<file path="src/dirq_pkg.sv">
// package: constants and types for the interrupt and dma request logic
package dirq_pkg;
  // dma channel select encoding
  localparam logic dirq_chan_first = 1'h0;
  localparam logic dirq_chan_second = 1'h1;
  // values after reset
  localparam logic dirq_flag_reset = 1'h0;
  localparam logic [1:0] dirq_sync_reset = 2'h0;
  // index of each interrupt source
  localparam int dirq_src_conv = 0;
  localparam int dirq_src_tc = 1;
  localparam int dirq_src_stop = 2;
  localparam int dirq_src_cnt2 = 3;
  localparam int dirq_num_src = 4;
  typedef logic [dirq_num_src-1:0] dirq_src_t;
endpackage

</file>
<file path="src/dirq_if.sv">
// interface: synchronised counter output and its rising-edge pulse
`timescale 1ns/1ps
interface dirq_edge_if;
  logic level;
  logic rise;
  modport src (output level, output rise);
  modport dst (input level, input rise);
endinterface

</file>
<file path="src/dirq_edge_sync.sv">
// module: two-stage synchroniser and rising-edge detector
`timescale 1ns/1ps
module dirq_edge_sync (
  // clock and reset
  input wire logic clk_sys_i,
  input wire logic sys_rst_i,
  // raw input
  input wire logic async_i,
  // synchronised output
  dirq_edge_if.src edge_o
);
  logic [1:0] sync;
  logic [1:0] next_sync;
  logic last;
  logic next_last;

  ////////////////////////////////////////////////////////////////////////////
  always_comb begin
    next_sync = {sync[0], async_i};
    next_last = sync[1];
  end

  always_ff @(posedge clk_sys_i or posedge sys_rst_i) begin
    if (sys_rst_i) begin
      sync <= dirq_pkg::dirq_sync_reset;
      last <= dirq_pkg::dirq_flag_reset;
    end else begin
      sync <= next_sync;
      last <= next_last;
    end
  end

  ////////////////////////////////////////////////////////////////////////////
  assign edge_o.level = sync[1];
  assign edge_o.rise = sync[1] & ~last;
endmodule // dirq_edge_sync

</file>
<file path="src/dirq_top.sv">
// module: dma request and interrupt gating for the acquisition board
`timescale 1ns/1ps
module dirq_top (
  // clock and reset
  input wire logic clk_sys_i,
  input wire logic sys_rst_i,
  // first command register bits
  input wire logic dma_request_enable_i,
  input wire logic double_buffer_dma_select_i,
  input wire logic conversion_irq_enable_i,
  input wire logic terminal_count_irq_enable_i,
  input wire logic acquisition_stop_irq_enable_i,
  // second command register bits
  input wire logic global_irq_enable_i,
  input wire logic counter2_edge_irq_enable_i,
  // board jumper: single-mode channel
  input wire logic single_channel_jumper_i,
  // conversion fifo and acquisition events
  input wire logic fifo_not_empty_i,
  input wire logic fifo_data_read_i,
  input wire logic acquisition_done_i,
  input wire logic fifo_overflow_i,
  input wire logic conversion_overrun_i,
  input wire logic counter2_output_i,
  // host dma and clear strobes
  input wire logic terminal_count_i,
  input wire logic terminal_count_clear_i,
  input wire logic terminal_count_irq_clear_i,
  input wire logic acquisition_clear_i,
  input wire logic counter2_edge_clear_reg_i,
  // dma requests
  output logic dma_request_first_o,
  output logic dma_request_second_o,
  // status flags
  output logic conversion_available_flag_o,
  output logic terminal_count_flag_o,
  output logic acquisition_stop_flag_o,
  output logic overflow_flag_o,
  output logic overrun_flag_o,
  output logic counter2_edge_flag_o,
  output logic dual_channel_active_o,
  // interrupt
  output logic irq_o
);
  dirq_edge_if cnt2_edge ();

  logic active_chan;
  logic next_active_chan;
  logic conv_pend;
  logic next_conv_pend;
  logic tc_flag;
  logic next_tc_flag;
  logic stop_flag;
  logic next_stop_flag;
  logic ovf_flag;
  logic next_ovf_flag;
  logic ovr_flag;
  logic next_ovr_flag;
  logic cnt2_flag;
  logic next_cnt2_flag;
  logic req_first;
  logic next_req_first;
  logic req_second;
  logic next_req_second;
  logic dual_mode;
  logic next_dual_mode;
  logic irq;
  logic next_irq;
  logic want_req;
  logic chan_sel;
  dirq_pkg::dirq_src_t pend;
  dirq_pkg::dirq_src_t enab;
  dirq_pkg::dirq_src_t hit;

  ////////////////////////////////////////////////////////////////////////////
  dirq_edge_sync u_cnt2_sync (
    .clk_sys_i(clk_sys_i),
    .sys_rst_i(sys_rst_i),
    .async_i(counter2_output_i),
    .edge_o(cnt2_edge.src)
  );

  ////////////////////////////////////////////////////////////////////////////
  // dma mode and active channel
  always_comb begin
    next_dual_mode = dma_request_enable_i & double_buffer_dma_select_i;
    next_active_chan = active_chan;
    if (!next_dual_mode) begin
      next_active_chan = dirq_pkg::dirq_chan_first;
    end else if (terminal_count_i) begin
      next_active_chan = ~active_chan;
    end
  end

  always_ff @(posedge clk_sys_i or posedge sys_rst_i) begin
    if (sys_rst_i) begin
      dual_mode <= dirq_pkg::dirq_flag_reset;
      active_chan <= dirq_pkg::dirq_chan_first;
    end else begin
      dual_mode <= next_dual_mode;
      active_chan <= next_active_chan;
    end
  end

  ////////////////////////////////////////////////////////////////////////////
  // dma requests to the host
  always_comb begin
    want_req = dma_request_enable_i & fifo_not_empty_i;
    chan_sel = next_dual_mode ? next_active_chan : single_channel_jumper_i;
    next_req_first = want_req & (chan_sel == dirq_pkg::dirq_chan_first);
    next_req_second = want_req & (chan_sel == dirq_pkg::dirq_chan_second);
  end

  always_ff @(posedge clk_sys_i or posedge sys_rst_i) begin
    if (sys_rst_i) begin
      req_first <= dirq_pkg::dirq_flag_reset;
      req_second <= dirq_pkg::dirq_flag_reset;
    end else begin
      req_first <= next_req_first;
      req_second <= next_req_second;
    end
  end

  ////////////////////////////////////////////////////////////////////////////
  // conversion flag follows the fifo level
  always_comb begin
    next_conv_pend = fifo_not_empty_i;
    if ((fifo_data_read_i | acquisition_clear_i) & ~fifo_not_empty_i) begin
      next_conv_pend = dirq_pkg::dirq_flag_reset;
    end
  end

  always_ff @(posedge clk_sys_i or posedge sys_rst_i) begin
    if (sys_rst_i) begin
      conv_pend <= dirq_pkg::dirq_flag_reset;
    end else begin
      conv_pend <= next_conv_pend;
    end
  end

  ////////////////////////////////////////////////////////////////////////////
  // terminal count flag; a set in the clear cycle wins
  always_comb begin
    next_tc_flag = tc_flag;
    if (terminal_count_clear_i | terminal_count_irq_clear_i | acquisition_clear_i) begin
      next_tc_flag = dirq_pkg::dirq_flag_reset;
    end
    if (terminal_count_i) begin
      next_tc_flag = 1'h1;
    end
  end

  always_ff @(posedge clk_sys_i or posedge sys_rst_i) begin
    if (sys_rst_i) begin
      tc_flag <= dirq_pkg::dirq_flag_reset;
    end else begin
      tc_flag <= next_tc_flag;
    end
  end

  ////////////////////////////////////////////////////////////////////////////
  // acquisition stop flag; a set in the clear cycle wins
  always_comb begin
    next_stop_flag = stop_flag;
    if (acquisition_clear_i) begin
      next_stop_flag = dirq_pkg::dirq_flag_reset;
    end
    if (acquisition_done_i | fifo_overflow_i | conversion_overrun_i) begin
      next_stop_flag = 1'h1;
    end
  end

  always_ff @(posedge clk_sys_i or posedge sys_rst_i) begin
    if (sys_rst_i) begin
      stop_flag <= dirq_pkg::dirq_flag_reset;
    end else begin
      stop_flag <= next_stop_flag;
    end
  end

  ////////////////////////////////////////////////////////////////////////////
  // fifo overflow error flag
  always_comb begin
    next_ovf_flag = ovf_flag;
    if (acquisition_clear_i) begin
      next_ovf_flag = dirq_pkg::dirq_flag_reset;
    end
    if (fifo_overflow_i) begin
      next_ovf_flag = 1'h1;
    end
  end

  always_ff @(posedge clk_sys_i or posedge sys_rst_i) begin
    if (sys_rst_i) begin
      ovf_flag <= dirq_pkg::dirq_flag_reset;
    end else begin
      ovf_flag <= next_ovf_flag;
    end
  end

  ////////////////////////////////////////////////////////////////////////////
  // conversion overrun error flag
  always_comb begin
    next_ovr_flag = ovr_flag;
    if (acquisition_clear_i) begin
      next_ovr_flag = dirq_pkg::dirq_flag_reset;
    end
    if (conversion_overrun_i) begin
      next_ovr_flag = 1'h1;
    end
  end

  always_ff @(posedge clk_sys_i or posedge sys_rst_i) begin
    if (sys_rst_i) begin
      ovr_flag <= dirq_pkg::dirq_flag_reset;
    end else begin
      ovr_flag <= next_ovr_flag;
    end
  end

  ////////////////////////////////////////////////////////////////////////////
  // counter 2 edge flag; a set in the clear cycle wins
  always_comb begin
    next_cnt2_flag = cnt2_flag;
    if (counter2_edge_clear_reg_i) begin
      next_cnt2_flag = dirq_pkg::dirq_flag_reset;
    end
    if (cnt2_edge.rise) begin
      next_cnt2_flag = 1'h1;
    end
  end

  always_ff @(posedge clk_sys_i or posedge sys_rst_i) begin
    if (sys_rst_i) begin
      cnt2_flag <= dirq_pkg::dirq_flag_reset;
    end else begin
      cnt2_flag <= next_cnt2_flag;
    end
  end

  ////////////////////////////////////////////////////////////////////////////
  // interrupt gating per source
  always_comb begin
    pend[dirq_pkg::dirq_src_conv] = next_conv_pend;
    pend[dirq_pkg::dirq_src_tc] = next_tc_flag;
    pend[dirq_pkg::dirq_src_stop] = next_stop_flag;
    pend[dirq_pkg::dirq_src_cnt2] = next_cnt2_flag;
    enab[dirq_pkg::dirq_src_conv] = conversion_irq_enable_i;
    enab[dirq_pkg::dirq_src_tc] = dma_request_enable_i & terminal_count_irq_enable_i;
    enab[dirq_pkg::dirq_src_stop] = acquisition_stop_irq_enable_i;
    enab[dirq_pkg::dirq_src_cnt2] = counter2_edge_irq_enable_i;
  end

  for (genvar i = 0; i < dirq_pkg::dirq_num_src; i++) begin : g_src
    assign hit[i] = pend[i] & enab[i];
  end

  always_comb begin
    next_irq = global_irq_enable_i & (|hit);
  end

  ////////////////////////////////////////////////////////////////////////////
  always_ff @(posedge clk_sys_i or posedge sys_rst_i) begin
    if (sys_rst_i) begin
      irq <= dirq_pkg::dirq_flag_reset;
    end else begin
      irq <= next_irq;
    end
  end

  ////////////////////////////////////////////////////////////////////////////
  assign dma_request_first_o = req_first;
  assign dma_request_second_o = req_second;
  assign conversion_available_flag_o = conv_pend;
  assign terminal_count_flag_o = tc_flag;
  assign acquisition_stop_flag_o = stop_flag;
  assign overflow_flag_o = ovf_flag;
  assign overrun_flag_o = ovr_flag;
  assign counter2_edge_flag_o = cnt2_flag;
  assign dual_channel_active_o = dual_mode;
  assign irq_o = irq;
endmodule // dirq_top

</file>
<file path="config.mk">
export PLATFORM = sky130hd
export DESIGN_NAME = dirq_top
export DESIGN_NICKNAME = d
export VERILOG_FILES = /design/src/dirq_pkg.sv /design/src/dirq_if.sv /design/src/dirq_edge_sync.sv /design/src/dirq_top.sv
export SDC_FILE = /design/constraint.sdc
export NUM_CORES = 1
export LEC_CHECK = 0
export BUFFER_PORTS_ARGS = -buffer_cell sky130_fd_sc_hd__buf_4
export CORE_MARGIN = 4
export CORE_UTILIZATION = 36
export CTS_CLUSTER_DIAMETER = 50
export DETAILED_ROUTE_END_ITERATION = 6
export PLACE_DENSITY = 0.78
export SLEW_MARGIN = 20
export SYNTH_ARGS = -nofsm -noshare
export SYNTH_HDL_FRONTEND = slang
export SYNTH_HIERARCHICAL = 1
export SYNTH_SLANG_ARGS = --single-unit
</file>
<file path="constraint.sdc">
create_clock -name clk_sys_i -period 0.9 [get_ports clk_sys_i]
set_input_delay 0.18 -clock clk_sys_i [delete_from_list [all_inputs] [get_ports clk_sys_i]]
set_output_delay 0.18 -clock clk_sys_i [all_outputs]
set_load 0.005 [all_outputs]
</file>
==> results of run 1 <==
## metal layers
metal | global-route usage | wire length, um | part of all wire
met5 | 0 | 0 | 0
met4 | 0.05114 | 17 | 0.012
met3 | 0.05078 | 133 | 0.097
met2 | 0.3022 | 759 | 0.55
met1 | 0.1529 | 467 | 0.34
## logic make-up after synthesis
| kind of cell | after synthesis | share of synthesized area |
|---|---|---|
| xor+xnor | 1 | 0.01663 |
| buf+inv | 6 | 0.04275 |
| compound gates | 8 | 0.1140 |
| mux | 1 | 0.01900 |
| flops | 14 | 0.6651 |
| simple gates | 10 | 0.1425 |
## what timing repair did
action	4_1_cts	5_1_grt
hold buffers	1	1
pin swaps	4	4
endpoints found under the hold margin	14	1
gates cloned	0	0
gates resized for setup	13	3
buffers inserted	3	1
endpoints found under the setup margin	13	15
## final timing paths
check | slack, ns | end | startpoint | cells after the start
min in group asynchronous | 0.34 | u_cnt2_sync/sync[0]$_DFF_PP0_ | sys_rst_i | 3
min reg2reg | 0.36 | u_cnt2_sync/sync[1]$_DFF_PP0_ | u_cnt2_sync/sync[0]$_DFF_PP0_ | 0
max reg2reg | -0.16 | acquisition_stop_flag_o$_DFF_PP0_ | acquisition_stop_flag_o$_DFF_PP0_ | 2
max in group asynchronous | 0.14 | active_chan$_DFF_PP0_ | sys_rst_i | 3
min | 0.05 | conversion_available_flag_o$_DFF_PP0_ | fifo_not_empty_i | 1
max | -0.16 | acquisition_stop_flag_o$_DFF_PP0_ | acquisition_stop_flag_o$_DFF_PP0_ | 2
## registers in the layout (all words and copies together) (netlist names)
name,flops
terminal_count_flag_o,1
acquisition_stop_flag_o,1
u_cnt2_sync/sync,2
dma_request_second_o,1
overrun_flag_o,1
u_cnt2_sync/last,1
counter2_edge_flag_o,1
irq_o,1
overflow_flag_o,1
active_chan,1
conversion_available_flag_o,1
dma_request_first_o,1
dual_channel_active_o,1
## power by group through the flow
stage | Combinational (mW) | Clock, mW | Sequential [mW]
after floorplan | 0.0607 | 0 | 0.695
after global placement | 0.198 | 0 | 0.692
after detailed placement | 0.205 | 0 | 0.693
after CTS | 0.246 | 0.354 | 0.684
after global routing | 0.285 | 0.395 | 0.690
final | 0.260 | 0.334 | 0.686
## stage by stage
step,TNS [ns],util
2_1_floorplan,-0.1784,-
3_3_place_gp,-0.2835,0.5929
3_5_place_dp,-0.3283,0.5929
4_1_cts,-1.080,0.6689
5_1_grt,-1.736,0.6961
6_report,-0.9618,0.6961
## worst register-to-register path, stage by stage, from the launching register on
cell and delay (ns):
dfrtp_1 0.39, nor2b_1 0.14, or4_1 0.41
## final cells by class
cell class / instances / area [um^2] / area share
multi-input cells: 20 / 182.7 / 0.1968
inverters: 5 / 18.77 / 0.02022
flip-flops and latches: 14 / 350.3 / 0.3774
well taps: 15 / 18.77 / 0.02022
repair buffers: 38 / 335.3 / 0.3612
clock buffers: 3 / 22.52 / 0.02426
## cells in the final DEF (no fill, tap or decap)
master	count
buf_4	24
inv_1	5
and3_1	1
a22o_1	1
nor2_1	1
o41ai_2	1
a21o_1	3
and2_1	1
nor2b_1	1
nand2_1	1
mux2i_1	1
nor4b_4	1
or4_1	1
nor2b_4	1
or2_4	1
dfrtp_1	14
clkbuf_4	3
buf_6	12
a31oi_1	2
and2_4	1
o211ai_1	1
dlygate4sd3_1	2
xor2_2	1
==> out/qor.yml, run 1 <==
status: "finished, violations left"
violations: "setup timing"
fmax_ghz: 0.9397
swShare: 0.2244
seqPwrFrac: 0.536
p_total_mw: 1.279
async_reset_ff_frac: 1.000
fin_skew_ns: 0.005422
drtAntennaViolNets: 0
pre_cts_slack_ns: -0.1280
dieArea_um2: 2139
via_per_inst: 4.716
first_global_vias: 507
cap_violations: 0
path_buf_inv: 0
vias: 448
path_clk_slew_ns: 0.08
slew_viol_final: 0
synth_common_cells: "14 x dfrtp_1, 5 x inv_1, 3 x a21o_1"
rows: 13
cpPeakStageDelay_ns: 0.41
pwr-share-clk: 0.261
drt_iter0_drc: 0
placed_cells: 86
gr-total-overflow: 0
first_pass_iters: 1
fin_nets: 103
synth_edf_count: 0
crit_chain: "nor2b_1, or4_1"
nFillCells: 109
core-area_um2: 1334
placed_area_um2: 790.8
rsz0062_at_grt: "yes"
switchingPower_uw: 286.9
drc: 0
grt_max_degree: 12
hp-class: "input pin to flip-flop"
start_util: 0.3949
drive_above_1_share: 0.5625
layout_min_cycle_time_ns: 1.064
timing.hold.ws_ns: 0.05253
synth_cell_types: 19
track_usage: 0.1569
cp-start-kind: "flip-flop"
diodes: 0
synth_ff_type: "dfrtp_1"
dp_hpwl_um: 1060
cts_tree: "built"
slew_headroom: 0.7182
syn_inst: 40
final_cell_area_um2: 928.4
antenna_found_initial: 0
avgSynthCellArea_um2: 13.17
cts.sinks: 14
combPwrFrac: 0.203
critPathMaxFanout: 2
crit_required_ns: 1.04
syn_nets: 61
yosysTopAreaCellShare: 0.6651
layout.cells.non_filler: 95
fin_ws_ns: -0.1642
drt-total-wl_um: 1376
seq_area_frac_synth: 0.6651
hold_viol_final: 0
yosys_warnings: 6
grt_first_pass_wirelength_um: 2249
end_kind: "flip-flop"
critical_path.top_delay_family: "simple AND/OR/NAND/NOR gates"
intPower_uw: 991.9
routedWlPerCell_um: 14.48
leakagePower_nw: 0.4845
yosysMostFrequentCell: "dfrtp_1"
worst_slew_pin_slew_ns: 0.4222
syn_to_final_growth_pct: 76.25
ys_seq_elements: 14
cp_slowest_cell: "or4_1"
cts_made_buffers: 3
cts_max_path_buffers: 2
syn_area_um2: 526.8
period_share: 1.182
port_buffers: 29
path_class: "flip-flop to flip-flop"
synth_top_cell_by_area: "dfrtp_1"
ir_drop_mv: 1.207
synthTopCellsByArea: "dfrtp_1 67%, a21o_1 4.3%, inv_1 3.6%"
ios: 31
root_buffer: "clkbuf_4"
p_per_area_nw_per_um2: 1377
setup_viol: 15
clkLatencyLatePin_ns: 0.27
arrival_ns: 1.21
dieHeight_um: 46.25
h-tree-depth: 1
place_congestion: 0.7262
die_w_um: 46.25
No activity file was read; power rests on OpenSTA's default activity.
==> run 2: changes to the inputs <==
- CORE_UTILIZATION: 36 -> 40
- HOLD_SLACK_MARGIN: not set -> 0.1
- PLACE_DENSITY: 0.78 -> 0.81
- clock period: 0.9 -> 1.26 ns (I/O delays scaled with it)
==> run 2 against run 1 <==
Effect of this change: the flow now finishes without violations; non-clock buffer count down 6; power down 25%; via count down 4.7%; global-route usage down 1.7 points; clock power down 2%; flip-flop and latch count unchanged; largest cell class unchanged.
==> out/qor.yml, run 2 (same netlist as run 1, synthesis figures left out) <==
status: "complete, no violations"
drtAntennaViolNets: 0  # unchanged
end_kind: "flip-flop"
slew_viol_final: 0  # unchanged
crit_required_ns: 1.42  # +0.38 ns
dieArea_um2: 1962  # -8.3%
hp-start: "conversion_overrun_i"
layout_min_cycle_time_ns: 1.197
nFillCells: 103  # -5.5%
diodes: 0  # unchanged
grt_first_pass_wirelength_um: 1897  # -16%
setup_viol: 0  # -15
cap_violations: 0  # unchanged
cts.sinks: 14  # unchanged
routedWlPerCell_um: 13.58  # -6.2%
port_buffers: 29  # unchanged
core-area_um2: 1171  # -12%
postCtsSetupRepairBufs: 0  # -3
via_per_inst: 4.798  # +1.7%
p_per_area_nw_per_um2: 1157  # -16%
period_share: 0.9503
setup_tns_ns: 0  # +0.9618 ns
antenna_found_initial: 0  # unchanged
layout_common_cells: "29 x buf_4, 14 x dfrtp_1, 5 x inv_1"
start_util: 0.4498  # +0.05485
fmax_ghz: 0.8351
cts_made_buffers: 3  # unchanged
p_total_uw: 953.7  # -25%
leakagePower_nw: 0.4364  # -9.9%
h-tree-depth: 1  # unchanged
largest_reg_flops: 2  # unchanged
min_delay_path_depth: 2  # +1
ir_drop_mv: 0.7839  # -35%
vias: 427  # -4.7%
drc: 0  # unchanged
first_global_vias: 431  # -15%
fin_skew_ns: 0.005137  # -0.0002852 ns
hp-class: "input pin to flip-flop"
place_congestion: 0.6993  # -3.7%
fin_nets: 97  # -5.8%
reg2reg_to: "irq_o$_DFF_PP0_"
drt-total-wl_um: 1209  # -12%
root_buffer: "clkbuf_4"
ios: 31  # unchanged
r2r_cells: 4  # +2
r2r_setup_slack_ns: 0.21  # +0.37 ns
cp-start-kind: "input pin"
arrival_ns: 1.36  # +0.15 ns
dp_hpwl_um: 908.7  # -14%
largest_register: "u_cnt2_sync/sync"
track_usage: 0.1395  # -0.01740
cts_max_path_buffers: 2  # unchanged
worst_slew_pin_slew_ns: 0.4203  # -0.001865 ns
grt_max_degree: 12  # unchanged
first_pass_iters: 4  # +3
gr-total-overflow: 0  # unchanged
die_w_um: 44.29  # -4.2%
cts_tree: "built"
clkLatencyLatePin_ns: 0.28  # about the same
rows: 12  # -1
dieHeight_um: 44.29  # -4.2%
syn_to_final_growth_pct: 56.53
r2r_start: "u_cnt2_sync/sync[1]$_DFF_PP0_"
hold_viol_final: 0  # unchanged
drive_above_1_share: 0.4800  # -0.08250
path_clk_slew_ns: 0.09  # about the same
drt_iter0_drc: 3  # +3
path_class: "input pin to flip-flop"
cts_hold_buf: 3  # +2
cts.repair.resized: 0  # -13
whs_endpoint: "overrun_flag_o$_DFFE_PP0P_"
slew_headroom: 0.7195  # +0.001245
mostFrequentLayoutCell: "buf_4"
critPathMaxFanout: 4  # +2
rsz0062_at_grt: "no"
## run 2: changes by cell type in the layout (fill, tap and decap cells not counted), sizes merged
cell         delta
buf             -7
clkbuf          +1
dlygate4sd3     +1
## run 2: worst max path at each step
stage	startpoint	end	slack [ns]	depth (start not counted)
2_1_floorplan	acquisition_stop_flag_o$_DFF_PP0_	acquisition_stop_flag_o$_DFF_PP0_	0.25	2
3_3_place_gp	u_cnt2_sync/sync[1]$_DFF_PP0_	irq_o$_DFF_PP0_	0.23	4
3_5_place_dp	u_cnt2_sync/sync[1]$_DFF_PP0_	irq_o$_DFF_PP0_	0.21	4
4_1_cts	fifo_not_empty_i	irq_o$_DFF_PP0_	0.05	5
5_1_grt	fifo_not_empty_i	irq_o$_DFF_PP0_	0.01	5
6_report	fifo_not_empty_i	irq_o$_DFF_PP0_	0.06	5
## run 2: routing by layer
| layer | up-vias | GRT usage | routed length (um) |
|---|---|---|---|
| met5 | - | 0 | 0 |
| met4 | 0 | 0.1084 | 31 |
| met3 | 4 | 0.02439 | 88 |
| met2 | 18 | 0.2267 | 615 |
| met1 | 199 | 0.1607 | 472 |
| li1 | 206 | - | - |
## run 2: cell type report
cell class,count,area (um^2),share of cell area
Timing Repair Buffer,32,247.7,0.3005
Sequential cell,14,350.3,0.4249
Tap cell,14,17.52,0.02124
Multi-Input combinational cell,20,153.9,0.1866
Clock buffer,4,36.28,0.04401
Inverter,5,18.77,0.02276
## run 2: worst max-delay path: stages
cell	delay [ns]
dlygate4sd3_1	0.54
buf_4	0.15
a22o_1	0.19
a31oi_1	0.14
a31oi_1	0.09
## run 2: power by group
group | total, mW | internal, mW | switching (mW)
Clock | 0.328 | 0.176 | 0.152
Combinational | 0.141 | 0.0891 | 0.0514
Sequential | 0.485 | 0.474 | 0.0108
## run 2: stage by stage
step	util	worst slack [ns]	hold WS [ns]	instances	area (um^2)
4_1_cts	0.7041	0.04974	0.1552	89	824.5
3_5_place_dp	0.6474	0.2090	0.1358	82	758.2
3_3_place_gp	0.6474	0.2306	0.1349	82	758.2
2_1_floorplan	-	0.2512	0.005644	40	526.8
5_1_grt	0.7041	0.01347	0.1703	89	824.5
6_report	0.7041	0.06260	0.1609	89	824.5
==> run 3: changes to the inputs <==
- CORE_UTILIZATION: 40 -> 36
- CTS_CLUSTER_DIAMETER: 50 -> not set
- HOLD_SLACK_MARGIN: 0.1 -> not set
- PLACE_DENSITY: 0.81 -> 0.78
- clock period: 1.26 -> 1.1 ns (I/O delays scaled with it)
==> run 3 against run 2 <==
Effect of this change: die area rose by 9.0%; worst setup slack got worse by 0.018 ns; register-to-register slack got worse by 0.17 ns; final cell count fell by 1.1%; combinational power rose by 14%; non-clock buffer count fell by 1; via count fell by 1.6%; sequential share of layout area rose by 0.92 points; critical endpoint is now acquisition_stop_flag_o$_DFF_PP0_; largest cell class unchanged.
==> out/qor.yml, run 3 (same netlist as run 1, synthesis figures left out) <==
layout_common_cells: "30 x buf_4, 14 x dfrtp_1, 5 x inv_1, 3 x a21o_1, 3 x clkbuf_4"
leakagePower_nw: 0.4291  # -1.7%
cpPeakStageDelay_ns: 0.41  # -0.13 ns
switchingPower_uw: 219.3  # +2.4%
cp_slowest_cell: "or4_1"
placed_area_um2: 759.5  # +0.16%
place_congestion: 0.6899  # -1.3%
drtAntennaViolNets: 0  # unchanged
port_buffers: 29  # unchanged
rows: 13  # +1
end_kind: "flip-flop"
layout_min_cycle_time_ns: 1.056
fin_skew_ns: 0.003294  # -0.001842 ns
via_per_inst: 4.773  # -0.52%
swShare: 0.2215  # -0.003214
die_w_um: 46.25  # +4.4%
worst_slew_pin_slew_ns: 0.4227  # +0.002361 ns
r2r_setup_slack_ns: 0.04  # -0.17 ns
cts_max_path_buffers: 2  # unchanged
hp-start: "counter2_output_i"
grt_max_degree: 12  # unchanged
setup_viol: 0  # unchanged
first_pass_iters: 2  # -2
clkLatencyLatePin_ns: 0.27  # about the same
ir_drop_mv: 0.7480  # -4.6%
ios: 31  # unchanged
drive_above_1_share: 0.5068  # +0.02685
mostFrequentLayoutCell: "buf_4"
r2r_cells: 2  # -2
start_util: 0.3949  # -0.05485
routedWlPerCell_um: 13.07  # -3.8%
path_class: "flip-flop to flip-flop"
fmax_ghz: 0.9473
dp_hpwl_um: 964.9  # +6.2%
combPwrFrac: 0.162  # +0.015
final_cell_area_um2: 807.0  # -2.1%
slew_viol_final: 0  # unchanged
largest_reg_flops: 2  # unchanged
intPower_uw: 771.0  # +4.3%
cp-start-kind: "flip-flop"
dieHeight_um: 46.25  # +4.4%
drt_iter0_drc: 1  # -2
cts.sinks: 14  # unchanged
arrival_ns: 1.20  # -0.16 ns
slew_headroom: 0.7179  # -0.001576
cts_tree: "built"
critical_path.top_delay_family: "simple AND/OR/NAND/NOR gates"
syn_to_final_growth_pct: 53.21
diodes: 0  # unchanged
largest_register: "u_cnt2_sync/sync"
grt_first_pass_wirelength_um: 1890  # -0.37%
dieArea_um2: 2139  # +9.0%
crit_required_ns: 1.24  # -0.18 ns
fin_ws_ns: 0.04432  # -0.01828 ns
track_usage: 0.1323  # -0.007218
cap_violations: 0  # unchanged
core-area_um2: 1334  # +14%
gr-total-overflow: 0  # unchanged
vias: 420  # -1.6%
hold_viol_final: 0  # unchanged
r2r_start: "acquisition_stop_flag_o$_DFF_PP0_"
reg2reg_to: "acquisition_stop_flag_o$_DFF_PP0_"
whs_endpoint: "u_cnt2_sync/sync[0]$_DFF_PP0_"
h-tree-depth: 1  # unchanged
cts_made_buffers: 3  # unchanged
p_per_area_nw_per_um2: 1227  # +6.1%
root_buffer: "clkbuf_4"
antenna_found_initial: 0  # unchanged
critPathMaxFanout: 2  # -2
path_clk_slew_ns: 0.07  # -0.02 ns
rsz0062_at_grt: "yes"
min_delay_path_depth: 1  # -1
status: "complete, no violations"
drc: 0  # unchanged
drt-total-wl_um: 1150  # -4.9%
path_buf_inv: 0  # -2
pwr-share-clk: 0.276  # -0.068
first_global_vias: 443  # +2.8%
crit_chain: "nor2b_1, or4_1"
hp-class: "input pin to flip-flop"
period_share: 0.9597
fin_nets: 96  # -1.0%
startpoint: "acquisition_stop_flag_o$_DFF_PP0_"
pre_cts_slack_ns: 0.01476  # -0.1942 ns
seqPwrFrac: 0.561  # +0.052
-- run 3: worst max-delay path by stage --
stage / to / slack, ns / depth (start not counted)
3_5_place_dp: irq_o$_DFF_PP0_ / 0.01 / 3
3_3_place_gp: irq_o$_DFF_PP0_ / 0.06 / 4
4_1_cts: irq_o$_DFF_PP0_ / 0.006 / 3
5_1_grt: acquisition_stop_flag_o$_DFF_PP0_ / -0.005 / 2
2_1_floorplan: acquisition_stop_flag_o$_DFF_PP0_ / 0.09 / 2
6_report: acquisition_stop_flag_o$_DFF_PP0_ / 0.04 / 2
-- run 3: per-stage QoR --
step	std cells	power (mW)	setup TNS, ns	util	hold WS (ns)
final	88	0.9903	0	0.6051	0.05194
after global routing	88	1.057	-0.005072	0.6051	0.03076
after CTS	87	0.9984	0	0.5938	0.04607
after detailed placement	83	0.7219	0	0.5694	0.1053
after global placement	83	0.7164	0	0.5694	0.1038
after floorplan	40	0.6162	0	-	-0.02636
-- run 3: final cells by class --
class / instances / area [um^2]
sequential: 14 / 350.3
clock buffer: 3 / 22.52
inverter: 5 / 18.77
fill: 121 / 526.8
multi-input combinational: 20 / 161.4
timing repair buffer: 31 / 235.2
tap: 15 / 18.77
-- run 3: power by group through the flow --
| stage | clock network, mW | logic, mW | registers (mW) |
|---|---|---|---|
| finish | 0.273 | 0.161 | 0.556 |
| global route | 0.319 | 0.180 | 0.558 |
| CTS | 0.284 | 0.159 | 0.556 |
| detailed placement | 0 | 0.155 | 0.567 |
| global placement | 0 | 0.151 | 0.566 |
| floorplan | 0 | 0.0480 | 0.568 |
-- run 3: metal layers --
layer,vias to the layer above,wire (um),global-route usage
met5,-,0,0
met4,0,24,0.08523
met3,2,147,0.04688
met2,19,555,0.2115
met1,194,422,0.1467
li1,205,-,-
-- run 3: repair_timing --
item,CTS,global route
hold buffers,1,0
setup endpoints to repair,0,1
hold endpoints to repair,14,0
buffers inserted,0,1
resized for setup,0,1
